## config.mk

```make
export PLATFORM = sky130hd
export DESIGN_NAME = board_watchdog_timer
export DESIGN_NICKNAME = d
export VERILOG_FILES = /design/src/shared/supervision_timer_pkg.sv /design/src/hdl/service_window.sv /design/src/hdl/timeout_decoder.sv /design/src/hdl/board_watchdog_timer.sv
export VERILOG_INCLUDE_DIRS = /design/src /design/src/shared
export SDC_FILE = /design/constraint.sdc
export NUM_CORES = 1
export LEC_CHECK = 0
export ABC_AREA = 1
export BUFFER_PORTS_ARGS = -buffer_cell sky130_fd_sc_hd__buf_4
export CAP_MARGIN = 5
export CORE_ASPECT_RATIO = 0.7
export CORE_UTILIZATION = 56
export CTS_BUF_LIST = sky130_fd_sc_hd__clkbuf_16
export DETAILED_ROUTE_END_ITERATION = 12
export PLACE_DENSITY_LB_ADDON = 0.1
export SKIP_CTS_REPAIR_TIMING = 1
export SLEW_MARGIN = 0
export SYNTH_ARGS = -nofsm -noshare
export SYNTH_HDL_FRONTEND = slang
export SYNTH_SLANG_ARGS = --single-unit
```

## constraint.sdc

```tcl
create_clock -name ref_clk -period 3 [get_ports ref_clk]
set_input_delay 0.6 -clock ref_clk [delete_from_list [all_inputs] [get_ports ref_clk]]
set_output_delay 0.6 -clock ref_clk [all_outputs]
set_load 0.005 [all_outputs]
```

## src/shared/supervision_timer_regs.svh

```systemverilog
// register map, field layout and timing constants of the board watchdog
`ifndef SUPERVISION_TIMER_REGS_SVH
`define SUPERVISION_TIMER_REGS_SVH

`define CTRL_ADDR 32'h2380_0000
`define SERVICE_ADDR 32'h23C0_0000
`define ADDR_DECODE_MASK 32'hFFFF_FFFC
`define CODE_WIDTH 3
`define CODE_RESET 3'h0
`define SERVICE_WIDTH 8
`define SERVICE_KEY 8'h05
`define CLK_HZ 25000000
`define TICK_MS 1
`define TICK_CYCLES (`CLK_HZ / 1000 * `TICK_MS)
`define WINDOW_NS 30000
`define CLK_PERIOD_NS 40
`define WINDOW_CYCLES (`WINDOW_NS / `CLK_PERIOD_NS)
`define PERIOD_250_MS 250
`define PERIOD_500_MS 500
`define PERIOD_1_S 1000
`define PERIOD_2_S 2000
`define PERIOD_4_S 4000
`define PERIOD_8_S 8000
`define RESET_PULSE_CYCLES 16

`endif

```

## src/shared/supervision_timer_pkg.sv

```systemverilog
// types shared by the board watchdog files
package supervision_timer_pkg;
    typedef logic [2:0] timeout_code_t;
    typedef enum logic [2:0] {
        CODE_OFF,
        CODE_250MS,
        CODE_500MS,
        CODE_1S,
        CODE_RSVD,
        CODE_2S,
        CODE_4S,
        CODE_8S
    } code_name_t;
    typedef enum {
        WD_IDLE,
        WD_RUN,
        WD_FIRE
    } wd_state_t;
endpackage

```

## src/hdl/service_window.sv

```systemverilog
// control-write acceptance window opened by a valid service write
`timescale 1ns/100ps
`include "supervision_timer_regs.svh"
module service_window
    import supervision_timer_pkg::*;
#(
    parameter int WINDOW_CYCLES = `WINDOW_CYCLES
) (
    // clock and reset
    input wire logic ref_clk,
    input wire logic srst,
    // events
    input wire logic feedValid,
    input wire logic ctrlWrite,
    // status
    output logic windowOpen
);
    logic [15:0] windowCount;

    always_ff @(posedge ref_clk) begin
        if (srst) begin
            windowCount <= 16'h0000;
        end else if (feedValid) begin
            windowCount <= 16'(WINDOW_CYCLES); // RULE_05
        end else if (ctrlWrite) begin
            windowCount <= 16'h0000;
        end else if (windowCount != 16'h0000) begin
            windowCount <= windowCount - 16'h0001;
        end
    end

    assign windowOpen = (windowCount != 16'h0000);
endmodule

```

## src/hdl/timeout_decoder.sv

```systemverilog
// maps a timeout code to a period in millisecond ticks
`timescale 1ns/100ps
`include "supervision_timer_regs.svh"
module timeout_decoder
    import supervision_timer_pkg::*;
(
    // code in
    input wire logic [2:0] code,
    // period out
    output logic [13:0] periodTicks,
    output logic enabled
);
    function automatic logic [13:0] period_of(input logic [2:0] c);
        case (c)
            CODE_250MS: period_of = 14'(`PERIOD_250_MS); // RULE_01
            CODE_500MS: period_of = 14'(`PERIOD_500_MS);
            CODE_1S: period_of = 14'(`PERIOD_1_S);
            CODE_2S: period_of = 14'(`PERIOD_2_S);
            CODE_4S: period_of = 14'(`PERIOD_4_S);
            CODE_8S: period_of = 14'(`PERIOD_8_S);
            default: period_of = 14'h0000;
        endcase
    endfunction

    // reserved and off codes both leave supervision idle
    assign periodTicks = period_of(code);
    assign enabled = (periodTicks != 14'h0000);
endmodule

```

## src/hdl/board_watchdog_timer.sv

```systemverilog
// board watchdog: AHB-Lite slave, timeout control, service key, system reset
//
// The AHB-Lite interface to the registers was chosen for this implementation.
`timescale 1ns/100ps
//
// Overview of operation
// RULE_01 - code selects off, period, or reserved
// RULE_02 - nonzero code starts counter advancing; reserved code 4 leaves it idle
// RULE_03 - counter reaching period asserts system reset
// RULE_04 - writing 05 to service clears counter
// RULE_05 - control write accepted within 30us of feed
// RULE_06 - unfed control write keeps stored code
// RULE_07 - software feeds before timeout expires
// RULE_08 - software feeds then loads control code
// RULE_09 - other service values do nothing
`include "supervision_timer_regs.svh"
module board_watchdog_timer
    import supervision_timer_pkg::*;
#(
    parameter int TICK_CYCLES = `TICK_CYCLES,
    parameter int WINDOW_CYCLES = `WINDOW_CYCLES
) (
    // clock and reset
    input wire logic ref_clk,
    input wire logic srst,
    // AHB-Lite slave
    input wire logic hsel,
    input wire logic [31:0] haddr,
    input wire logic [1:0] htrans,
    input wire logic hwrite,
    input wire logic [2:0] hsize,
    input wire logic [31:0] hwdata,
    input wire logic hready,
    output logic hreadyout,
    output logic hresp,
    output logic [31:0] hrdata,
    // system
    output logic systemReset
);
    logic dataWrite;
    logic [31:0] dataAddr;
    logic ctrlWrite;
    logic serviceWrite;
    logic feedValid;
    logic windowOpen;
    timeout_code_t timeoutCode;
    logic [13:0] periodTicks;
    logic enabled;
    logic [24:0] tickCount;
    logic tick;
    logic [13:0] elapsed;
    wd_state_t state;
    logic [4:0] pulseCount;
    logic readPending;

    // address phase capture
    always_ff @(posedge ref_clk) begin
        if (srst) begin
            dataWrite <= 1'b0;
            readPending <= 1'b0;
            dataAddr <= 32'h0000_0000;
        end else if (hready) begin
            dataWrite <= hsel && htrans[1] && hwrite;
            readPending <= hsel && htrans[1] && !hwrite;
            dataAddr <= haddr & `ADDR_DECODE_MASK;
        end
    end

    assign hreadyout = 1'b1;
    assign hresp = 1'b0;
    assign ctrlWrite = dataWrite && (dataAddr == `CTRL_ADDR);
    assign serviceWrite = dataWrite && (dataAddr == `SERVICE_ADDR);
    assign feedValid = serviceWrite && (hwdata[7:0] == `SERVICE_KEY); // RULE_04 RULE_09

    // read data: control word readable, service reads zero
    always_ff @(posedge ref_clk) begin
        if (srst) begin
            hrdata <= 32'h0000_0000;
        end else if (hready && hsel && htrans[1] && !hwrite &&
                     ((haddr & `ADDR_DECODE_MASK) == `CTRL_ADDR)) begin
            hrdata <= {29'h0000_0000, timeoutCode};
        end else begin
            hrdata <= 32'h0000_0000;
        end
    end

    service_window #(
        .WINDOW_CYCLES(WINDOW_CYCLES)
    ) u_window (
        .ref_clk(ref_clk),
        .srst(srst),
        .feedValid(feedValid),
        .ctrlWrite(ctrlWrite),
        .windowOpen(windowOpen)
    );

    // control code store
    always_ff @(posedge ref_clk) begin
        if (srst) begin
            timeoutCode <= `CODE_RESET;
        end else if (ctrlWrite && windowOpen) begin
            timeoutCode <= hwdata[2:0]; // RULE_05 RULE_06
        end
    end

    timeout_decoder u_decode (
        .code(timeoutCode),
        .periodTicks(periodTicks),
        .enabled(enabled)
    );

    // millisecond tick prescaler
    always_ff @(posedge ref_clk) begin
        if (srst || !enabled || feedValid) begin
            tickCount <= 25'h000_0000;
        end else if (tickCount == 25'(TICK_CYCLES - 1)) begin
            tickCount <= 25'h000_0000;
        end else begin
            tickCount <= tickCount + 25'h000_0001;
        end
    end

    assign tick = enabled && !feedValid && (tickCount == 25'(TICK_CYCLES - 1));

    // supervision state
    always_ff @(posedge ref_clk) begin
        if (srst) begin
            state <= WD_IDLE;
            elapsed <= 14'h0000;
            pulseCount <= 5'h00;
        end else begin
            case (state)
                WD_IDLE: begin
                    elapsed <= 14'h0000;
                    if (enabled) begin
                        state <= WD_RUN; // RULE_02
                    end
                end
                WD_RUN: begin
                    if (!enabled) begin
                        state <= WD_IDLE;
                        elapsed <= 14'h0000;
                    end else if (feedValid) begin
                        elapsed <= 14'h0000; // RULE_04
                    end else if (tick) begin
                        if (elapsed + 14'h0001 >= periodTicks) begin
                            state <= WD_FIRE; // RULE_03
                            pulseCount <= 5'(`RESET_PULSE_CYCLES);
                        end
                        elapsed <= elapsed + 14'h0001; // RULE_02
                    end
                end
                WD_FIRE: begin
                    if (pulseCount == 5'h01) begin
                        state <= WD_IDLE;
                    end
                    pulseCount <= pulseCount - 5'h01;
                end
                default: begin
                    state <= WD_IDLE;
                end
            endcase
        end
    end

    assign systemReset = (state == WD_FIRE); // RULE_03

    // checking aids: timeout condition and length of the running reset pulse
    logic timeoutHit;
    logic [4:0] pulseSeen;

    assign timeoutHit = (state == WD_RUN) && enabled && !feedValid && tick &&
                        (elapsed + 14'h0001 >= periodTicks);

    always_ff @(posedge ref_clk) begin
        if (srst || !systemReset) begin
            pulseSeen <= 5'h00;
        end else begin
            pulseSeen <= pulseSeen + 5'h01;
        end
    end
endmodule

```

==> flow_summary_export.csv <==
group,metric,value,unit
floorplan,die_area,10400,µm²
timing,fin_crit_sh,86.3,%
cells_and_area,final_common_cell,"nand2_1",
timing,setup_tns,0,ps
timing,final_max_slew_viol_count,0,
synthesis,synth_enable_flop_cells,0,
cells_and_area,layout.cells.non_filler,994,
cts,cts_sinks,99,
cells_and_area,num-nets-final,952,
floorplan,start_util,57.6,%
pwr,powerDensity,570,nW/µm²
worst_setup_path,r2r_cells,17,
drt,vias,5204,
timing,min_period,2590,ps
worst_setup_path,critPathKind,"flop to flop",
pwr,peakVddDrop,0.504,mV
synthesis,synth.distinct_cells,42,
worst_setup_path,endpoint_kind,"flop",
global_routing,use_met3,4.59,%
placed_design,portBuffers,47,
synthesis,ys_ff_latch,99,
timing,worst_slack,410,ps
synthesis,syn_inst,820,
drt,via_per_inst,5.24,
global_routing,grt_pass1_vias,4575,
worst_setup_path,cp.required,3270,ps
cts,clk_path_buf_depth,2,
timing,slew_headroom,62.4,%
global_routing,grt_pass1_wl,20700,µm
placed_design,place_ws,448,ps
floorplan,core,9680,µm²
worst_setup_path,rr_endpoint,"pulseCount[2]",
placed_design,dp.cells,978,
status,outcome,"finished clean",
cts,clk_latency,350,ps
drt,drtIter0Drc,406,
flow_run,max_cap_violations,0,
hold_path,min_path_type,"flop to flop",
worst_setup_path,worstPathMaxFanout,5,
drt,drtPass1Iterations,5,
synthesis,yosys_warnings,0,
floorplan,io-pin-count,109,
hold_path,holdPathEnd,"dataAddr[31]",
floorplan,dieWidth,121,µm
synthesis,netlist_area,5580,µm²
global_routing,grt-busiest-layer,"met2",
cts,cts_tree,"built",
cells_and_area,most-common-layout-cells,"137 x nand2_1, 130 x nor2_1, 99 x dfxtp_1",
global_routing,groute.usage.overall,24.8,%
cts,numCtsBuffers,9,
global_routing,grt_use_met1,35.5,%
synthesis,yosysSeqAreaShare,35.5,%
timing,setup_viol,0,
worst_setup_path,worst_setup_path_start_kind,"flop",
timing,rsz0062_at_grt,"false",
timing,tightest_slew,564,ps
timing,max_freq,386,MHz
worst_setup_path,crit_arrival,2860,ps
hold_path,hold_depth,2,
global_routing,antenna_found_initial,0,
drt,ant_nets,0,
worst_setup_path,r2r-start,"elapsed[0]",
drt,wire_per_inst,12.5,µm
placed_design,place.gp.congestion,0.899,
cts,clk_pin_slew,70,ps
pwr,leakagePower,0.00263,µW
global_routing,gr-usage-met2,37.3,%
cells_and_area,final_util,64.1,%
cells_and_area,drive_above_1_share,11.1,%
cts,htree_num_levels,3,
cts,cts-root-buf,"clkbuf_16",
placed_design,hpwlAfterDp,9290,µm
cells_and_area,diodes,0,
floorplan,fp.dieH,85.5,µm
synthesis,synth.avg_cell_area,6.80,µm²
synthesis,synth-main-ff-cell,"dfxtp_1",
hold_path,hold_start,"dataAddr[31]",
cells_and_area,syn_to_final_growth,11.2,%
floorplan,row_count,30,
global_routing,gr-total-overflow,0,
drt,post-route-drc-count,0,
synthesis,async_reset_ff_share,0,%
worst_setup_path,reg2reg_slack,410,ps
global_routing,grt_max_degree,44,
timing,hold_viol,0,
timing,skew,6.58,ps
drt,drt-total-wl,12400,µm
-- stage by stage --
stage               hold WS (ps)  total power, µW  cell area [µm²]
floorplan                    418             2240             5690
finish                       456             3530             6200
global route                 474             3730             6200
global placement             429             2360             5910
detailed placement           448             2400             5910
CTS                          457             3560             6200
-- power by group --
part	switching, µW	internal (µW)
Sequential	100	1430
Clock	510	644
Combinational	495	353
Total	1100	2430
-- registers in the layout, summed over array words and instances (netlist names) --
| name | cells |
|---|---|
| dataAddr | 30 |
| tickCount | 25 |
| u_window.windowCount | 16 |
| elapsed | 14 |
| pulseCount | 5 |
| hrdata | 3 |
| timeoutCode | 3 |
| state | 2 |
| dataWrite | 1 |
-- cells in the mapped netlist, drive strengths merged, types with 2 or more instances --
cell type	instances	area [µm²]
a21oi	59	307
a31oi	2	12.5
buf	37	272
clkbuf	13	48.8
clkinv	3	12.5
conb	2	7.51
dfxtp	99	1980
ha	17	213
inv	102	383
nand2	143	557
nand3	48	245
nand4	22	138
nor2	137	547
nor3	24	140
nor3b	2	15.0
nor4	12	75.1
o21ai	56	280
or2	8	55.1
xnor2	11	96.3
xor2	16	140
-- per-layer routing --
layer	part of all wire (%)	vias up	wire [µm]
li1	-	2674	-
met1	50	2342	6220
met2	43	173	5330
met3	6.1	15	754
met4	1.0	0	125
met5	0	-	0
-- layout make-up --
| type | count | area, µm² |
|---|---|---|
| clock inverters | 7 | 67.6 |
| flip-flops and latches | 99 | 1980 |
| multi-input cells | 595 | 2990 |
| inverters | 105 | 395 |
| fillers | 881 | 3480 |
| repair buffers | 51 | 383 |
| clock buffers | 9 | 225 |
| well taps | 128 | 160 |
-- kinds of logic after synthesis --
group,count (synthesis),share of synthesized area (%)
adder cells (fa/ha/maj),17,3.81
AO/OA/AOI/OAI,122,11.5
flip-flops,99,35.5
other,2,0.135
XOR/XNOR,27,4.24
buffers and inverters,155,12.8
AND/OR/NAND/NOR,398,32.0
-- how the worst max path moves through the flow --
stage	slack (ps)	from	to
4_1_cts	430	elapsed[0]	pulseCount[2]
3_3_place_gp	560	elapsed[0]	pulseCount[0]
3_5_place_dp	450	elapsed[0]	pulseCount[2]
5_1_grt	160	elapsed[0]	pulseCount[2]
2_1_floorplan	830	elapsed[0]	pulseCount[0]
6_report	410	elapsed[0]	pulseCount[2]
-- worst max-delay path: stages, from the launching register on --
cell     delay (ps)
dfxtp_1         400
ha_1            200
nand2_1          90
nor2_1          240
xor2_1          230
inv_1            70
ha_1            290
nand2_1          90
inv_1            40
a21oi_1         120
nand2_1          80
nand2_1          60
nand3_1         120
nand2_1          80
nand2_1          40
nand2_1         110
nand2_1          70
a21oi_1         150
No activity file was read; power rests on OpenSTA's default activity.
